**src/rtl/rsrb_defines.vh**
```
// Purpose: constants for the radio status readback bank
// Assumes: 7-bit register address, 8-bit data
// Notes:   definitions only
`ifndef RSRB_DEFINES_VH
`define RSRB_DEFINES_VH

`define RSRB_ADDR_W            7
`define RSRB_DATA_W            8
`define RSRB_ADDR_INIT_DONE    7'h41
`define RSRB_ADDR_SIG_STRENGTH 7'h42
`define RSRB_ADDR_AVG_FREQ     7'h43
`define RSRB_ADDR_INST_FREQ    7'h44
`define RSRB_ADDR_CAL_PUMP     7'h45
`define RSRB_ADDR_REV_TUNE     7'h46
`define RSRB_ADDR_OSC_CAL      7'h47
`define RSRB_ADDR_CONV_SAMPLE  7'h48
`define RSRB_ADDR_FILT_I       7'h49
`define RSRB_ADDR_FILT_Q       7'h4a
`define RSRB_ADDR_GAIN_OFFSET  7'h4b
`define RSRB_ZERO8             8'h00
`define RSRB_ZERO1             1'h0
`define RSRB_ZERO3             3'h0
`define RSRB_REV_MAX           3'h1
`define RSRB_SYNC_W            60
`define RSRB_RAW_W             81
`define RSRB_NUM_REGS          11
`define RSRB_POS_INIT          73
`define RSRB_POS_SIGNAL_STRENGTH          66
`define RSRB_POS_AFC           58
`define RSRB_POS_INST          50
`define RSRB_POS_CAL           46
`define RSRB_POS_PUMP          42
`define RSRB_POS_TUNE          37
`define RSRB_POS_FCOMP         36
`define RSRB_POS_CCOMP         35
`define RSRB_POS_CCUR          29
`define RSRB_POS_MIX           27
`define RSRB_POS_CI            24
`define RSRB_POS_CQ            21
`define RSRB_POS_FILT_I        13
`define RSRB_POS_FILT_Q        5
`define RSRB_POS_GOFF          0

`endif

```
**src/rtl/rsrb_status_bank.v**
```verilog
// Purpose: read-only status readback bank of a narrowband radio transceiver
// Assumes: sub-block inputs are asynchronous to clock; register port is same-clock
// Notes:   writes are accepted and ignored; reads have no side effect
// Functional notes
// - bits 7,6,5 flag converter, gain, shaping init
// - bits 4,3 flag freq-correct and bit-timing init
// - bits 2,1,0 flag synthesizer, sequencer, calibration init
// - signal strength top bit reads zero
// - signal strength low seven bits, 1.5 dB
// - register 43h gives signed decision level
// - register 44h gives signed instant offset
// - 45h holds calibration converter and pump
// - 46h top bits give revision, 0 or 1
// - 46h low bits give oscillator tuning array
// - 47h gives comparator bit7, cal current
// - 47h bit 6 is current comparator result
// - 48h gives mixer, I and Q converter
// - 49h, 4Ah give filter I and Q upper
// - 4Bh top three zero, gain offset low
// - signal strength and correction are read-only
// - init completion register at 41h, read-only
`timescale 1ns/100ps
`default_nettype none
`include "rsrb_defines.vh"

module rsrb_status_bank
#(
    parameter [2:0] REV_CODE = 3'h1 // arbitrary value, must stay 0 or 1
)
(
    input  wire        clock,                       // 20 MHz clock
    input  wire        rst_b,                       // synchronous reset, active low
    input  wire        clk_en,                      // freezes all state while low
    input  wire [6:0]  reg_addr,                    // register address
    input  wire [7:0]  reg_wdata,                   // write data, ignored
    input  wire        reg_wr,                      // write strobe, ignored
    input  wire        reg_rd,                      // read strobe
    output reg  [7:0]  reg_rdata_ff,                // read data, cycle after strobe
    input  wire        adc_init_flag,               // converter control reset done
    input  wire        gain_loop_init_flag,         // gain loop reset done
    input  wire        shaping_filter_init_flag,    // shaping filter reset done
    input  wire        freq_correct_init_flag,      // freq correction reset done
    input  wire        bit_timing_init_flag,        // modulator/bit sync reset done
    input  wire        synthesizer_init_flag,       // synthesizer reset done
    input  wire        powerup_sequencer_init_flag, // sequencer reset done
    input  wire        cal_lock_init_flag,          // calibration/lock reset done
    input  wire [6:0]  signal_strength_in,          // log power, 1.5 dB steps
    input  wire [7:0]  decision_level,              // signed demodulator level
    input  wire [7:0]  instant_offset_in,           // signed instantaneous offset
    input  wire [3:0]  cal_converter_value,         // applied calibration value
    input  wire [3:0]  charge_pump_setting,         // applied pump current
    input  wire [4:0]  oscillator_tuning_array,     // applied tuning array
    input  wire        phase_freq_comparator,       // phase detector comparator
    input  wire        osc_current_comparator,      // 1: reference above core current
    input  wire [5:0]  osc_cal_current_setting,     // applied cal current
    input  wire [1:0]  converter_mixer_in,          // mixer input to converter
    input  wire [2:0]  converter_i_out,             // in-phase converter output
    input  wire [2:0]  converter_q_out,             // quadrature converter output
    input  wire [7:0]  filter_i_upper,              // channel filter I upper bits
    input  wire [7:0]  filter_q_upper,              // channel filter Q upper bits
    input  wire [4:0]  gain_offset_in               // preset vs applied gain offset
);

    // field widths of the status inputs as they arrive
    localparam integer W_FLAGS  = 8;
    localparam integer W_SIGNAL_STRENGTH   = 7;
    localparam integer W_AFC    = 8;
    localparam integer W_INST   = 8;
    localparam integer W_CAL    = 4;
    localparam integer W_PUMP   = 4;
    localparam integer W_TUNE   = 5;
    localparam integer W_CCUR   = 6;
    localparam integer W_MIX    = 2;
    localparam integer W_CONV   = 3;
    localparam integer W_FILT   = 8;
    localparam integer W_GOFF   = 5;

    // bit of each register in the one-hot read select
    localparam integer SEL_INIT = 0;
    localparam integer SEL_SIGNAL_STRENGTH = 1;
    localparam integer SEL_AFC  = 2;
    localparam integer SEL_INST = 3;
    localparam integer SEL_CALP = 4;
    localparam integer SEL_REV  = 5;
    localparam integer SEL_OSC  = 6;
    localparam integer SEL_CONV = 7;
    localparam integer SEL_FI   = 8;
    localparam integer SEL_FQ   = 9;
    localparam integer SEL_GOFF = 10;

    // every status input side by side, in a fixed field order
    wire [`RSRB_RAW_W-1:0]    raw_bus;

    // second synchroniser stage, the only view logic may read
    wire [`RSRB_RAW_W-1:0]    sync2_q;

    // one-hot select of the register being read, zero when idle
    reg  [`RSRB_NUM_REGS-1:0] rd_sel;

    // revision code after the reserved-code clamp
    wire [2:0]                rev_code;

    // next read data, assembled from the synchronised view
    reg  [`RSRB_DATA_W-1:0]   nxt_rdata;

    // synchronised fields, named after what they report
    wire [W_FLAGS-1:0]        f_init;
    wire [W_SIGNAL_STRENGTH-1:0]         f_signal_strength;
    wire [W_AFC-1:0]          f_afc;
    wire [W_INST-1:0]         f_inst;

    wire [W_CAL-1:0]          f_cal;
    wire [W_PUMP-1:0]         f_pump;
    wire [W_TUNE-1:0]         f_tune;
    wire                      f_fcomp;
    wire                      f_ccomp;
    wire [W_CCUR-1:0]         f_ccur;
    wire [W_MIX-1:0]          f_mix;
    wire [W_CONV-1:0]         f_ci;
    wire [W_CONV-1:0]         f_cq;
    wire [W_FILT-1:0]         f_fi;
    wire [W_FILT-1:0]         f_fq;
    wire [W_GOFF-1:0]         f_goff;

    // register words as software sees them
    wire [`RSRB_DATA_W-1:0]   w_init;
    wire [`RSRB_DATA_W-1:0]   w_signal_strength;
    wire [`RSRB_DATA_W-1:0]   w_afc;
    wire [`RSRB_DATA_W-1:0]   w_inst;

    wire [`RSRB_DATA_W-1:0]   w_calp;
    wire [`RSRB_DATA_W-1:0]   w_rev;
    wire [`RSRB_DATA_W-1:0]   w_osc;
    wire [`RSRB_DATA_W-1:0]   w_conv;
    wire [`RSRB_DATA_W-1:0]   w_fi;
    wire [`RSRB_DATA_W-1:0]   w_fq;
    wire [`RSRB_DATA_W-1:0]   w_goff;

    // levels only: nothing here needs edge detection
    assign raw_bus = {adc_init_flag,
                      gain_loop_init_flag,
                      shaping_filter_init_flag,
                      freq_correct_init_flag,
                      bit_timing_init_flag,
                      synthesizer_init_flag,
                      powerup_sequencer_init_flag,
                      cal_lock_init_flag,
                      signal_strength_in,
                      decision_level,
                      instant_offset_in,
                      cal_converter_value,
                      charge_pump_setting,
                      oscillator_tuning_array,
                      phase_freq_comparator,
                      osc_current_comparator,
                      osc_cal_current_setting,
                      converter_mixer_in,
                      converter_i_out,
                      converter_q_out,
                      filter_i_upper,
                      filter_q_upper,
                      gain_offset_in};

    // multi-bit values may tear across a sample; acceptable for live diagnostics
    // a pair of flops per bit; only the second stage fans out
    genvar gi;

    generate
        for (gi = 0; gi < `RSRB_RAW_W; gi = gi + 1)
        begin : g_sync
            reg s1_ff;
            reg s2_ff;
            always @(posedge clock)
            begin
                if (!rst_b)
                begin
                    s1_ff <= 1'b0;
                    s2_ff <= 1'b0;
                end
                else if (clk_en)
                begin
                    s1_ff <= raw_bus[gi];
                    s2_ff <= s1_ff;
                end
            end
            assign sync2_q[gi] = s2_ff;
        end
    endgenerate

    // field slices; positions follow the raw_bus order above
    assign f_init  = sync2_q[`RSRB_POS_INIT +: W_FLAGS];
    assign f_signal_strength  = sync2_q[`RSRB_POS_SIGNAL_STRENGTH +: W_SIGNAL_STRENGTH];
    assign f_afc   = sync2_q[`RSRB_POS_AFC +: W_AFC];
    assign f_inst  = sync2_q[`RSRB_POS_INST +: W_INST];

    // test-only readouts
    assign f_cal   = sync2_q[`RSRB_POS_CAL +: W_CAL];
    assign f_pump  = sync2_q[`RSRB_POS_PUMP +: W_PUMP];
    assign f_tune  = sync2_q[`RSRB_POS_TUNE +: W_TUNE];
    assign f_fcomp = sync2_q[`RSRB_POS_FCOMP];
    assign f_ccomp = sync2_q[`RSRB_POS_CCOMP];
    assign f_ccur  = sync2_q[`RSRB_POS_CCUR +: W_CCUR];
    assign f_mix   = sync2_q[`RSRB_POS_MIX +: W_MIX];
    assign f_ci    = sync2_q[`RSRB_POS_CI +: W_CONV];
    assign f_cq    = sync2_q[`RSRB_POS_CQ +: W_CONV];
    assign f_fi    = sync2_q[`RSRB_POS_FILT_I +: W_FILT];
    assign f_fq    = sync2_q[`RSRB_POS_FILT_Q +: W_FILT];
    assign f_goff  = sync2_q[`RSRB_POS_GOFF +: W_GOFF];

    // words of the normal-use registers
    assign w_init  = f_init;
    assign w_signal_strength  = {`RSRB_ZERO1, f_signal_strength};
    assign w_afc   = f_afc;
    assign w_inst  = f_inst;

    // words of the test-only registers
    assign w_calp  = {f_cal, f_pump};
    assign w_rev   = {rev_code, f_tune};
    assign w_osc   = {f_fcomp, f_ccomp, f_ccur};
    assign w_conv  = {f_mix, f_ci, f_cq};
    assign w_fi    = f_fi;
    assign w_fq    = f_fq;
    assign w_goff  = {`RSRB_ZERO3, f_goff};

    // reserved revision codes must never be reported
    assign rev_code = (REV_CODE > `RSRB_REV_MAX) ? `RSRB_REV_MAX : REV_CODE;

    // address decode; unmapped addresses give an all-zero select
    function [`RSRB_NUM_REGS-1:0] addr_to_sel;
        input [`RSRB_ADDR_W-1:0] addr;
        begin
            addr_to_sel = {`RSRB_NUM_REGS{1'b0}};
            case (addr)
                `RSRB_ADDR_INIT_DONE:    addr_to_sel[SEL_INIT] = 1'b1;
                `RSRB_ADDR_SIG_STRENGTH: addr_to_sel[SEL_SIGNAL_STRENGTH] = 1'b1;
                `RSRB_ADDR_AVG_FREQ:     addr_to_sel[SEL_AFC]  = 1'b1;
                `RSRB_ADDR_INST_FREQ:    addr_to_sel[SEL_INST] = 1'b1;
                `RSRB_ADDR_CAL_PUMP:     addr_to_sel[SEL_CALP] = 1'b1;
                `RSRB_ADDR_REV_TUNE:     addr_to_sel[SEL_REV]  = 1'b1;
                `RSRB_ADDR_OSC_CAL:      addr_to_sel[SEL_OSC]  = 1'b1;
                `RSRB_ADDR_CONV_SAMPLE:  addr_to_sel[SEL_CONV] = 1'b1;
                `RSRB_ADDR_FILT_I:       addr_to_sel[SEL_FI]   = 1'b1;
                `RSRB_ADDR_FILT_Q:       addr_to_sel[SEL_FQ]   = 1'b1;
                `RSRB_ADDR_GAIN_OFFSET:  addr_to_sel[SEL_GOFF] = 1'b1;
                default:                 addr_to_sel = {`RSRB_NUM_REGS{1'b0}};
            endcase
        end
    endfunction

    // a write never selects anything: the bank holds no writable state
    always @*
    begin
        rd_sel = {`RSRB_NUM_REGS{1'b0}};
        if (reg_rd)
        begin
            rd_sel = addr_to_sel(reg_addr);
        end
    end

    // one-hot select, so at most one branch below applies
    always @*
    begin
        nxt_rdata = `RSRB_ZERO8;
        if (rd_sel[SEL_INIT])
        begin
            nxt_rdata = w_init;
        end

        if (rd_sel[SEL_SIGNAL_STRENGTH])
        begin
            nxt_rdata = w_signal_strength;
        end

        if (rd_sel[SEL_AFC])
        begin
            nxt_rdata = w_afc;
        end

        if (rd_sel[SEL_INST])
        begin
            nxt_rdata = w_inst;
        end

        if (rd_sel[SEL_CALP])
        begin
            nxt_rdata = w_calp;
        end

        if (rd_sel[SEL_REV])
        begin
            nxt_rdata = w_rev;
        end

        if (rd_sel[SEL_OSC])
        begin
            nxt_rdata = w_osc;
        end

        if (rd_sel[SEL_CONV])
        begin
            nxt_rdata = w_conv;
        end

        if (rd_sel[SEL_FI])
        begin
            nxt_rdata = w_fi;
        end

        if (rd_sel[SEL_FQ])
        begin
            nxt_rdata = w_fq;
        end

        if (rd_sel[SEL_GOFF])
        begin
            nxt_rdata = w_goff;
        end
    end

    // read data falls back to zero in the cycle after any non-read with clk_en high
    always @(posedge clock)
    begin
        if (!rst_b)
        begin
            reg_rdata_ff <= `RSRB_ZERO8;
        end
        else if (clk_en)
        begin
            reg_rdata_ff <= nxt_rdata;
        end
    end

endmodule // rsrb_status_bank
`default_nettype wire

```
**config.mk**
```make
export PLATFORM = sky130hd
export DESIGN_NAME = rsrb_status_bank
export DESIGN_NICKNAME = d
export VERILOG_FILES = /design/src/rtl/rsrb_status_bank.v
export VERILOG_INCLUDE_DIRS = /design/src /design/src/rtl
export SDC_FILE = /design/constraint.sdc
export NUM_CORES = 1
export LEC_CHECK = 0
export BUFFER_PORTS_ARGS = -buffer_cell sky130_fd_sc_hd__buf_2
export CORE_MARGIN = 2
export CORE_UTILIZATION = 55
export DETAILED_ROUTE_END_ITERATION = 16
export PLACE_DENSITY_LB_ADDON = 0.12
export SLEW_MARGIN = 30
export SYNTH_ARGS = -nofsm -noshare
export SYNTH_HDL_FRONTEND = slang
export SYNTH_SLANG_ARGS = --single-unit
```
**constraint.sdc**
```tcl
create_clock -name clock -period 1.5 [get_ports clock]
set_input_delay 0.3 -clock clock [delete_from_list [all_inputs] [get_ports clock]]
set_output_delay 0.3 -clock clock [all_outputs]
set_load 0.1 [all_outputs]
```
Word level (Yosys, flattened, before mapping)
Cells that the tools add are included.
Word-level totals
  flip-flop bits (word level): 170
  input bits: 101
  output and inout bits: 8
Operators by class
  equality and inequality tests: 11
  mux-type cells: 23
Operators with widths (number)
  2-to-1 mux 8 bit: 11
  == test 7 bit (second input constant): 11
  2-to-1 mux 1 bit: 11
  2-to-1 mux 11 bit: 1

Longest topological paths before layout
Gate-level depths: netlist of run 1.
  word-level depth: 14
  depth in mapped cells: 7
  gate-level depth less buffers: 5

Least setup slack after synthesis of run 1
Ideal clock, no wire load.
  path kind: register to register
  from: register reg_rdata_ff[5] (netlist name)
  to: register reg_rdata_ff[5]
  arrival: 1296 ps
  required time: 1371 ps
  slack: 75 ps
  stages on the path, launching flop included: 4
  path buffers: 0
  period minus slack after synthesis: 1425 ps
  cell sequence: dfxtp_1 > nor2b_1 > a2111oi_0 > nor2_1
RTL lines
  end signal: assignment: line rsrb_status_bank.v:325  | reg_rdata_ff <= `RSRB_ZERO8;
  end signal: assignment: line rsrb_status_bank.v:329  | reg_rdata_ff <= nxt_rdata;
  end: declaration: line rsrb_status_bank.v:38  | output reg [7:0] reg_rdata_ff,

Worst setup path after layout of run 1
  from: register reg_rdata_ff[4]
  to: output reg_rdata_ff[4]
No word-level cell between the ends.

==> results of run 1 <==
[area by class of cell]
type / count / area [µm²]
clock buffers: 22 / 484
clock inverters: 10 / 140
fillers: 1013 / 4040
inverters: 5 / 18.8
multi-input cells: 446 / 3530
flip-flops and latches: 170 / 3400
well taps: 172 / 215
repair buffers: 137 / 888
[synthesized netlist by cell type (2+ instances only)]
cell / n
mux2i_1: 171
dfxtp_1: 170
nor2b_1: 169
buf_2: 26
clkbuf_1: 21
nand2_1: 12
o21ai_0: 8
nand3_1: 7
a21oi_1: 6
a31oi_1: 5
buf_6: 5
o211ai_1: 5
a22oi_1: 4
inv_1: 4
mux2_2: 4
nor2_1: 4
o22ai_1: 4
a21o_1: 3
mux2_1: 3
a221o_1: 2
a221oi_1: 2
a2bb2oi_1: 2
and3_1: 2
mux4_2: 2
o21ai_1: 2
o311ai_1: 2
o31ai_1: 2
[flip-flops by register name, summed over array words and instances, names as in the netlist]
name and count:
g_sync.s2_ff 79, f_fcomp 1, f_ccomp 1, g_sync.s1_ff 81
reg_rdata_ff 8
[power groups by stage]
stage / Combinational, mW / Sequential (mW) / Clock [mW]
after global routing: 1.10 / 4.89 / 4.79
final: 1.00 / 4.87 / 4.52
after detailed placement: 0.997 / 4.97 / 0
after CTS: 1.01 / 4.87 / 4.60
after floorplan: 0.669 / 4.95 / 0
after global placement: 0.962 / 4.96 / 0
[cells by family (layout without fill, tap and decap cells)]
logic type             Yosys count  count (layout)
flip-flops                     170             170
buffers and inverters           57             174
multiplexers                   181             181
AO/OA/AOI/OAI                   60              60
AND/OR/NAND/NOR                205             205
[stage by stage]
step           cells  worst slack, ns  power [mW]  area (µm²)  setup TNS, ns
5_1_grt          962           0.0180        10.8        8680              0
3_3_place_gp     930           -0.176        5.92        8040         -0.836
2_1_floorplan    673           0.0752        5.62        7220              0
6_report         962           0.0782        10.4        8680              0
3_5_place_dp     930           -0.205        5.96        8040          -1.23
4_1_cts          962           0.0765        10.5        8680              0
[cell usage in the layout, fill, tap and decap left out, types with 5 or more instances in the layout]
master / count
a21oi_1: 6
a31oi_1: 5
dfxtp_1: 170
buf_4: 41
o211ai_1: 5
o21ai_0: 8
nand3_1: 7
clkbuf_16: 17
nor2b_1: 169
buf_12: 6
mux2i_1: 171
buf_2: 89
nand2_1: 12
[worst paths after layout]
path / startpoint / end / depth (start not counted)
setup / recovery: reg_rdata_ff[4]$_SDFFE_PN0P_ / reg_rdata_ff[4] / 1
hold reg to reg: g_sync[32].s2_ff$_SDFFE_PN0P_ / reg_rdata_ff[3]$_SDFFE_PN0P_ / 2
hold / removal: converter_mixer_in[1] / g_sync[28].s1_ff$_SDFFE_PN0P_ / 3
setup reg to reg: g_sync[43].s2_ff$_SDFFE_PN0P_ / reg_rdata_ff[1]$_SDFFE_PN0P_ / 5
[worst reg2reg max path, stage by stage (launching register included)]
cell and delay [ns]:
dfxtp_1 0.33, mux2_1 0.32, a221oi_1 0.25, a31oi_1 0.09
o311ai_1 0.13, a31oi_1 0.13
[what timing repair did]
action                     CTS  global route
hold buffers                 0             0
hold endpoints to repair     0             0
resized for setup            8             0
buffers inserted             0             0
setup endpoints to repair    8             0
[per-layer routing]
metal / part of all wire [%] / up-vias
li1: - / 2537
met1: 49 / 2317
met2: 44 / 118
met3: 5.3 / 19
met4: 1.5 / 0
met5: 0 / -
==> results by group, run 1 <==
Outcome
  – Status: finished clean

Run
  – Maxcap violations: 0

Power and ir drop
  – Leakage: 3.78 nW
  – Flop pwr share: 46.9%
  – Psw: 2.35 mW
  – Switching fraction of total power: 22.6%
  – Comb power frac: 9.7%
  – Maximum vdd drop: 0.000693 V
  – PwrDens: 1200 nW/µm²
  – Clock power frac: 43.5%
  – Internal power: 8.05 mW

Clock network
  – Clk Tree Root Cell: clkbuf_16
  – Clock buffer count from CTS: 17
  – CTS tree: done
  – Clock transition at the registers of the reported paths: 0.06 ns
  – Clock Path Buffers: 2
  – Clock Latency Late Sink: 0.42 ns
  – CTS H-tree lvls: 4
  – # clock sinks: 170

Finish
  – Post-layout util: 68.3%
  – Area growth from synthesis to layout: 20.3%
  – Final net count: 878
  – Share of cells above drive strength 1: 22.7%
  – N_diodes: 0

Synth
  – Post-Syn Area: 7220 µm²
  – Dominant synthesized flop cell: dfxtp_1
  – Library cells used by synthesis: 53
  – Mapped Cells: 673
  – Simple-gate share of the synthesized area: 17.3%
  – Syn Nets: 774
  – Largest family of logic cells by synthesized area: multiplexers
  – Synth Area in Compound Gates: 5.99%
  – Post-Syn Area per Cell: 10.7 µm²
  – Top cells by area, synth: dfxtp_1 (47%), mux2i_1 (24%), nor2b_1 (15%), buf_2 (1.8%), clkbuf_1 (1.1%)
  – Seq/Total Area, Yosys: 47.1%
  – Post-Synth Adder-Cell Area: 0%
  – Post-synthesis mux area share: 25.6%
  – Async S/R FF share, synth: 0%
  – Area leader, netlist: dfxtp_1
  – YS warnings: 0
  – Post-Synth XOR/XNOR Area: 0%
  – Yosys reg bits: 170
  – Post-synth top area share: 47.1%
  – Post-synth EDFFs: 0

Setup path
  – Critical-path top delay cell: dfxtp_1
  – Worst Path Buf+Inv: 1
  – Worst Path Required: 1.20 ns
  – R2R Setup Slk: 0.12 ns
  – Worst path max stage delay: 0.38 ns
  – Critical-path cell list: buf_4
  – Crit path kind: reg2out
  – Worst Path Arrival: 1.12 ns
  – Critical Path Fanout Max: 2
  – Startpoint Class: flop
  – Nature of the critical path endpoint: output pin
  – Crit-path leading delay family: flip-flops

Placement
  – HPWL after DPL: 10.8 mm
  – Gpl congestion: 0.906
  – IO buf count: 99

Drt
  – DR iter-0 viols: 268
  – Vias/cell: 5.19
  – Via count: 4,991
  – Residual DRC count: 0
  – Routed len/inst: 15.9 µm
  – DRT Pass-1 Iters: 4
  – ANT nets after route: 0
  – DRT Wirelength: 15.3 mm

Timing
  – Final setup viols: 0
  – Final-report hold violation count: 0
  – RSZ-0062 raised after global routing: no
  – Worst Clk Skew: 0.00641 ns
  – Hold Slack: 0.138 ns
  – Final critical-path required period: 1.42 ns
  – Slew HR: 73.9%
  – Slew Viols, Final: 0
  – Fin crit share: 94.8%
  – Slew @ Worst Pin: 0.382 ns
  – Fmax: 703 MHz

Global route
  – Vias in the first global route: 4,978
  – Gr busiest metal: met2
  – Initial antenna violation count: 0
  – Gr ovfl total: 0
  – Routing usage on met1: 31.9%
  – GRT Util Overall: 22.4%
  – Met3 Use GR: 4.73%
  – First-pass GRT wire length: 25.1 mm
  – GR Util met2: 33.9%
  – Largest net degree at the start of global routing: 62

Die
  – Core Rows: 41
  – Initial core utilization: 56.8%
  – Core Region: 12,700 µm²
  – Die area: 14,100 µm²
  – Die W: 119 µm
  – Ports: 109
  – Die Y: 119 µm

Worst hold path
  – Hold WC Path Type: in2reg
Note: power is estimated with default switching activity, not from simulation.
==> inputs of run 2 (changes only) <==
--- a/config.mk
+++ b/config.mk
@@ -7,7 +7,6 @@
 export NUM_CORES = 1
 export LEC_CHECK = 0
 export BUFFER_PORTS_ARGS = -buffer_cell sky130_fd_sc_hd__buf_2
-export CORE_MARGIN = 2
 export CORE_UTILIZATION = 55
 export DETAILED_ROUTE_END_ITERATION = 16
 export PLACE_DENSITY_LB_ADDON = 0.12
==> run 2 against run 1 <==
  * Sequential cell count stayed put
  * Highest routed layer unchanged
  * Non-clock buffer count is 6 lower
  * Total power is 1.8% lower
  * Utilization is 0.60 points lower
  * Count of clock-buffer cells in the layout is 3 higher
  * Cell area is 0.88% lower
  * Critical path depth stayed put
  * Die area is 3.3% lower
  * Wire length is 3.2% lower
  * Final cell count is 0.62% lower
==> results by group, run 2 (same netlist as run 1, synthesis figures left out) <==
Timing
  – Slew @ Worst Pin: 0.386 ns (+0.00376 ns)
  – RSZ-0062 raised after global routing: no
  – Final setup viols: 0 (unchanged)
  – Worst Clk Skew: 0.00305 ns (-0.00337 ns)
  – Fmax: 712 MHz (+1.2%)
  – Worst Slack Setup Final: 0.0949 ns (+0.0168 ns)
  – Hold Slack: 0.130 ns (-0.00790 ns)
  – Slew HR: 73.6% (-0.26 points)
  – Fin crit share: 93.7% (-1.1 points)
  – Final critical-path required period: 1.41 ns (-0.0168 ns)
  – Slew Viols, Final: 0 (unchanged)
  – Final setup TNS: 0 ns (unchanged)
  – Final-report hold violation count: 0 (unchanged)

Clock network
  – Clk Tree Root Cell: clkbuf_16
  – # clock sinks: 170 (unchanged)
  – Clock buffer count from CTS: 17 (unchanged)
  – Clock Path Buffers: 2 (unchanged)
  – CTS H-tree lvls: 4 (unchanged)
  – Clock Latency Late Sink: 0.43 ns (about the same)
  – CTS tree: done
  – Setup bufs post-CTS: 0 (unchanged)
  – Clock transition at the registers of the reported paths: 0.06 ns (about the same)

Setup path
  – Worst Path Required: 1.20 ns (about the same)
  – Crit-path leading delay family: flip-flops
  – Reg2reg start: g_sync[41].s2_ff$_SDFFE_PN0P_
  – Nature of the critical path endpoint: output pin
  – Critical Path Fanout Max: 2 (unchanged)
  – Startpoint Class: flop
  – Crit path kind: reg2out
  – Critical R2R Capture: reg_rdata_ff[4]$_SDFFE_PN0P_
  – R2R Setup Slk: 0.11 ns (about the same)
  – Critical-path cell list: buf_4
  – R2R cell count: 5 (unchanged)
  – Worst Path Arrival: 1.11 ns (about the same)
  – Worst Path Buf+Inv: 1 (unchanged)
  – Critical-path top delay cell: dfxtp_1
  – Worst path max stage delay: 0.37 ns (about the same)

Finish
  – Max reg flops: 81 (unchanged)
  – Commonest cells after routing, fill and taps aside: mux2i_1 (171), dfxtp_1 (170), nor2b_1 (169), buf_2 (89), buf_4 (35)
  – Final net count: 872 (-0.68%)
  – Share of cells above drive strength 1: 21.8% (-0.85 points)
  – Final Non-Filler Cells: 956 (-0.62%)
  – Fillers: 1,034 (+2.1%)
  – Post-layout util: 67.7% (-0.60 points)
  – N_diodes: 0 (unchanged)
  – Top flop regs: g_sync.s1_ff (81), g_sync.s2_ff (79), reg_rdata_ff (8)
  – Area growth from synthesis to layout: 19.2%
  – Top reg by flops: g_sync.s1_ff
  – Commonest non-fill, non-tap cell in the layout: mux2i_1

Power and ir drop
  – PwrDens: 1190 nW/µm² (-0.98%)
  – Maximum vdd drop: 0.000716 V (+3.5%)
  – Leakage: 3.74 nW (-0.90%)

Die
  – Core Rows: 41 (unchanged)
  – Die area: 13,600 µm² (-3.3%)
  – Die Y: 117 µm (-1.7%)
  – Die W: 117 µm (-1.7%)
  – Initial core utilization: 56.8% (unchanged)
  – Core Region: 12,700 µm² (unchanged)
  – Ports: 109 (unchanged)

Drt
  – Residual DRC count: 0 (unchanged)
  – DRT Pass-1 Iters: 5 (+1)
  – Via count: 4,914 (-1.5%)
  – ANT nets after route: 0 (unchanged)
  – Vias/cell: 5.14 (-0.92%)
  – Routed len/inst: 15.5 µm (-2.6%)
  – DRT Wirelength: 14.8 mm (-3.2%)
  – DR iter-0 viols: 280 (+4.5%)

Global route
  – Gr busiest metal: met2
  – Initial antenna violation count: 0 (unchanged)
  – Routing usage on met1: 32.8% (+0.90 points)
  – GRT Util Overall: 22.8% (+0.42 points)
  – Gr ovfl total: 0 (unchanged)
  – Largest net degree at the start of global routing: 71 (+15%)
  – Vias in the first global route: 4,557 (-8.5%)
  – GR Util met2: 32.9% (-1.0 points)
  – First-pass GRT wire length: 23.2 mm (-7.5%)
  – Met3 Use GR: 5.40% (+0.67 points)

Placement
  – HPWL after DPL: 10.5 mm (-2.6%)
  – Cells after DPL: 924 (-0.65%)
  – Gpl congestion: 0.828 (-8.6%)
  – Pre-CTS WS: -0.189 ns (+0.0153 ns)
  – IO buf count: 99 (unchanged)

Run
  – Maxcap violations: 0 (unchanged)

Worst hold path
  – Hold WC Path Type: in2reg
  – WHS Endpoint: g_sync[67].s1_ff$_SDFFE_PN0P_
  – Hold Startpoint: signal_strength_in[1]
  – WHS Path Cells: 3 (unchanged)

Outcome
  – Status: finished clean
## run 2: worst max-delay path by stage
| stage | cells past startpoint | start | end | slack, ns |
|---|---|---|---|---|
| after floorplan | 3 | reg_rdata_ff[5]$_SDFFE_PN0P_ | reg_rdata_ff[5]$_SDFFE_PN0P_ | 0.08 |
| after detailed placement | 6 | reg_addr[0] | reg_rdata_ff[4]$_SDFFE_PN0P_ | -0.19 |
| after global placement | 6 | reg_addr[0] | reg_rdata_ff[4]$_SDFFE_PN0P_ | -0.17 |
| after global routing | 5 | g_sync[44].s2_ff$_SDFFE_PN0P_ | reg_rdata_ff[2]$_SDFFE_PN0P_ | 0.06 |
| after CTS | 1 | reg_rdata_ff[0]$_SDFFE_PN0P_ | reg_rdata_ff[0] | 0.07 |
| final | 1 | reg_rdata_ff[0]$_SDFFE_PN0P_ | reg_rdata_ff[0] | 0.09 |
## run 2: layout make-up
class	count	area [µm²]	share of cell area (%)
Clock inverter	7	87.6	1.02
Multi-Input combinational cell	446	3530	41.1
Clock buffer	25	505	5.87
Inverter	5	18.8	0.218
Timing Repair Buffer	131	843	9.80
Tap cell	172	215	2.50
Sequential cell	170	3400	39.5
## run 2: where the power goes
part,switching (mW),internal (mW)
clock,1.68,2.66
sequential,0.143,4.73
combinational,0.476,0.513
## run 2: through the flow
step / power, mW / instance area (µm²)
after detailed placement: 5.95 / 8000
after global placement: 5.92 / 8000
after global routing: 10.6 / 8610
after CTS: 10.3 / 8610
final: 10.2 / 8610
after floorplan: 5.62 / 7220
## run 2: what timing repair did
item	in CTS	in global routing
resized for setup	8	0
hold buffers	0	0
setup endpoints to repair	8	0
## run 2: layer usage
metal  part of all wire, %  routed length, µm
met3                   4.6                676
met4                   1.9                283
met2                    42               6280
met5                     0                  0
met1                    51               7590
==> inputs of run 3 (changes only) <==
--- a/config.mk
+++ b/config.mk
@@ -6,8 +6,9 @@
 export SDC_FILE = /design/constraint.sdc
 export NUM_CORES = 1
 export LEC_CHECK = 0
+export ABC_AREA = 1
 export BUFFER_PORTS_ARGS = -buffer_cell sky130_fd_sc_hd__buf_2
-export CORE_UTILIZATION = 55
+export CORE_UTILIZATION = 50
 export DETAILED_ROUTE_END_ITERATION = 16
 export PLACE_DENSITY_LB_ADDON = 0.12
 export SLEW_MARGIN = 30
==> constraint.sdc (replaced) <==
create_clock -name clock -period 1.2 [get_ports clock]
set_input_delay 0.24 -clock clock [delete_from_list [all_inputs] [get_ports clock]]
set_output_delay 0.24 -clock clock [all_outputs]
set_load 0.1 [all_outputs]
==> run 3 against run 2 <==
  * Count of clock-buffer cells in the layout fell by 6
  * Synthesized area fell by 7.5%
  * Critical path depth stayed put
  * Synthesized cell count grew 34%
  * Utilization is 2.5 points lower
  * Sequential cell count unchanged
  * Non-clock buffer count increased by 1
  * Global-route usage grew 1.5 points
  * The flow now finishes with violations (negative setup slack)
==> results by group, run 3 <==
Outcome
  – Status: finished, violations left
  – Failing checks: negative setup slack

Timing
  – RSZ-0062 raised after global routing: yes
  – Worst Clk Skew: 0.00985 ns (+0.00680 ns)
  – Fin crit share: 102%
  – Final critical-path required period: 1.23 ns
  – Hold Slack: 0.0198 ns (-0.110 ns)
  – Slew HR: 67.2% (-6.4 points)
  – Final setup TNS: -0.102 ns (-0.102 ns)
  – Final setup viols: 8 (+8)
  – Slew Viols, Final: 0 (unchanged)
  – Worst Slack Setup Final: -0.0270 ns (-0.122 ns)
  – Slew @ Worst Pin: 0.492 ns (+0.106 ns)
  – Final-report hold violation count: 0 (unchanged)
  – Fmax: 815 MHz

Placement
  – Pre-CTS WS: -0.413 ns (-0.224 ns)
  – HPWL after DPL: 10.5 mm (-0.50%)
  – Gpl congestion: 0.882 (+6.5%)
  – IO buf count: 99 (unchanged)
  – DP Area: 7610 µm² (-4.8%)

Synth
  – Top cells by count, synth: nor2_1 (301), dfxtp_1 (170), o21ai_0 (170)
  – Syn Nets: 1,003 (+30%)
  – YS warnings: 0 (unchanged)
  – Post-synth top area share: 51.0% (+3.8 points)
  – Area leader, netlist: dfxtp_1
  – Dominant synthesized flop cell: dfxtp_1
  – Post-synth EDFFs: 0 (unchanged)
  – Library cells used by synthesis: 30 (-43%)
  – Most common cell in the synthesized netlist: nor2_1
  – Mapped Cells: 902 (+34%)
  – Top cells by area, synth: dfxtp_1 (51%), nor2_1 (17%), o21ai_0 (13%), nand2_1 (3.2%), clkbuf_1 (2.5%)
  – Seq/Total Area, Yosys: 51.0% (+3.8 points)
  – Post-Syn Area per Cell: 7.40 µm² (-31%)
  – Yosys reg bits: 170 (unchanged)
  – Async S/R FF share, synth: 0% (unchanged)
  – Post-Syn Area: 6680 µm² (-7.5%)

Global route
  – GRT Util Overall: 24.4% (+1.5 points)
  – Vias in the first global route: 5,657 (+24%)
  – First-pass GRT wire length: 27.1 mm (+17%)
  – Largest net degree at the start of global routing: 70 (-1.4%)
  – Initial antenna violation count: 1 (+1)
  – Gr ovfl total: 0 (unchanged)

Run
  – Maxcap violations: 0 (unchanged)

Finish
  – Area growth from synthesis to layout: 25.2%
  – Top reg by flops: g_sync.s1_ff
  – Top flop regs: g_sync.s1_ff (81), g_sync.s2_ff (79), reg_rdata_ff (8)
  – Max reg flops: 81 (unchanged)
  – Commonest cells after routing, fill and taps aside: nor2_1 (300), o21ai_0 (168), dfxtp_1 (161), buf_2 (87), nand2_1 (56)
  – Share of cells above drive strength 1: 22.1% (+0.25 points)
  – Post-layout util: 65.2% (-2.5 points)
  – Final net count: 1,099 (+26%)
  – Fillers: 1,190 (+15%)
  – Finished Cell Area: 8360 µm² (-2.8%)
  – Commonest non-fill, non-tap cell in the layout: nor2_1

Drt
  – DRT Pass-1 Iters: 5 (unchanged)
  – Residual DRC count: 0 (unchanged)
  – Via count: 5,926 (+21%)
  – Vias/cell: 5.01 (-2.6%)
  – Routed len/inst: 13.3 µm (-14%)
  – DRT Wirelength: 15.8 mm (+6.6%)
  – ANT nets after route: 0 (unchanged)
  – DR iter-0 viols: 429 (+53%)

Power and ir drop
  – PwrDens: 1540 nW/µm² (+30%)
  – Maximum vdd drop: 0.00120 V (+67%)
  – Leakage: 3.68 nW (-1.8%)

Die
  – Initial core utilization: 52.1% (-4.7 points)
  – Die area: 13,800 µm² (+1.7%)
  – Core Rows: 41 (unchanged)
  – Die W: 118 µm (+0.84%)
  – Core Region: 12,800 µm² (+0.81%)
  – Ports: 109 (unchanged)
  – Die Y: 118 µm (+0.84%)

Setup path
  – Critical Path Fanout Max: 2 (unchanged)
  – Critical-path top delay cell: dfxtp_4
  – Worst Path Buf+Inv: 1 (unchanged)
  – Worst Path Arrival: 0.99 ns (-0.12 ns)
  – R2R Setup Slk: 0.05 ns (-0.06 ns)
  – Crit path kind: reg2out
  – Critical-path cell list: buf_12
  – Worst Path Required: 0.96 ns (-0.24 ns)
  – Worst path max stage delay: 0.38 ns (about the same)
  – Startpoint Class: flop
  – Nature of the critical path endpoint: output pin
  – Crit-path leading delay family: flip-flops

Clock network
  – # clock sinks: 170 (unchanged)
  – CTS tree: done
  – Clock buffer count from CTS: 17 (unchanged)
  – Clock Latency Late Sink: 0.44 ns (about the same)
  – Hold buffers post-CTS: 0 (unchanged)
  – Clk Tree Root Cell: clkbuf_16
  – Clock Path Buffers: 2 (unchanged)
  – Clock transition at the registers of the reported paths: 0.07 ns (about the same)
  – CTS H-tree lvls: 4 (unchanged)

Worst hold path
  – Hold WC Path Type: in2reg
run 3: cell count changes in the layout (fill, tap and decap cells not counted), moves of 9 or more:
cell / delta
inv_2: +13
a21oi_1: +27
buf_4: -10
inv_1: +23
nor2_1: +296
nor2b_1: -169
nand4_1: +9
o21ai_0: +160
dfxtp_1: -9
buf_12: +11
nand2_1: +44
mux2i_1: -171
run 3: layout make-up:
type	count	area, µm²	area share [%]
repair buffers	132	997	11.9
diodes	1	2.50	0.0299
multi-input cells	634	2960	35.4
flip-flops and latches	170	3420	40.9
clock inverters	13	144	1.72
inverters	43	166	1.99
well taps	172	215	2.57
clock buffers	19	453	5.42
run 3: path summary, 6_finish.rpt:
path / startpoint / to / depth (start not counted)
setup / recovery: reg_rdata_ff[5]$_SDFFE_PN0P_ / reg_rdata_ff[5] / 1
hold / removal: filter_i_upper[5] / g_sync[18].s1_ff$_SDFFE_PN0P_ / 3
setup reg to reg: g_sync[68].s2_ff$_SDFFE_PN0P_ / reg_rdata_ff[2]$_SDFFE_PN0P_ / 8
hold reg to reg: g_sync[33].s2_ff$_SDFFE_PN0P_ / g_sync[33].s2_ff$_SDFFE_PN0P_ / 2
run 3: through the flow:
stage	power, mW	std cells
global placement	7.44	1145
CTS	12.9	1179
floorplan	6.99	902
detailed placement	7.45	1145
finish	12.8	1184
global route	13.4	1183
run 3: cell families after synthesis:
| logic type | count (synthesis) | share of synthesized area (%) |
|---|---|---|
| and+or+nand+nor | 411 | 26.2 |
| AOI/OAI and AO/OA | 222 | 17.0 |
| DFF | 170 | 51.0 |
| buffers and inverters | 99 | 5.88 |
run 3: metal layers:
layer	global-route usage, %	wire length [µm]
met2	36.0	6890
met3	6.35	748
met5	0	0
met4	11.8	407
met1	33.0	7760
run 3: tightest hold or removal path: stages:
cell and delay, ns:
buf_2 0.07, nor2_1 0.03, nor2_1 0.08
run 3: repair_timing:
| item | CTS | global route |
|---|---|---|
| gates cloned | 0 | 1 |
| pin swaps | 0 | 17 |
| gates resized for setup | 6 | 21 |
| setup endpoints to repair | 8 | 16 |
| buffers inserted | 2 | 3 |
run 3: power breakdown:
part	switching, mW	internal [mW]	total, mW	leakage (nW)
logic	0.684	0.458	1.14	1.98
clock network	2.31	3.19	5.49	0.282
registers	0.199	6.01	6.21	1.41
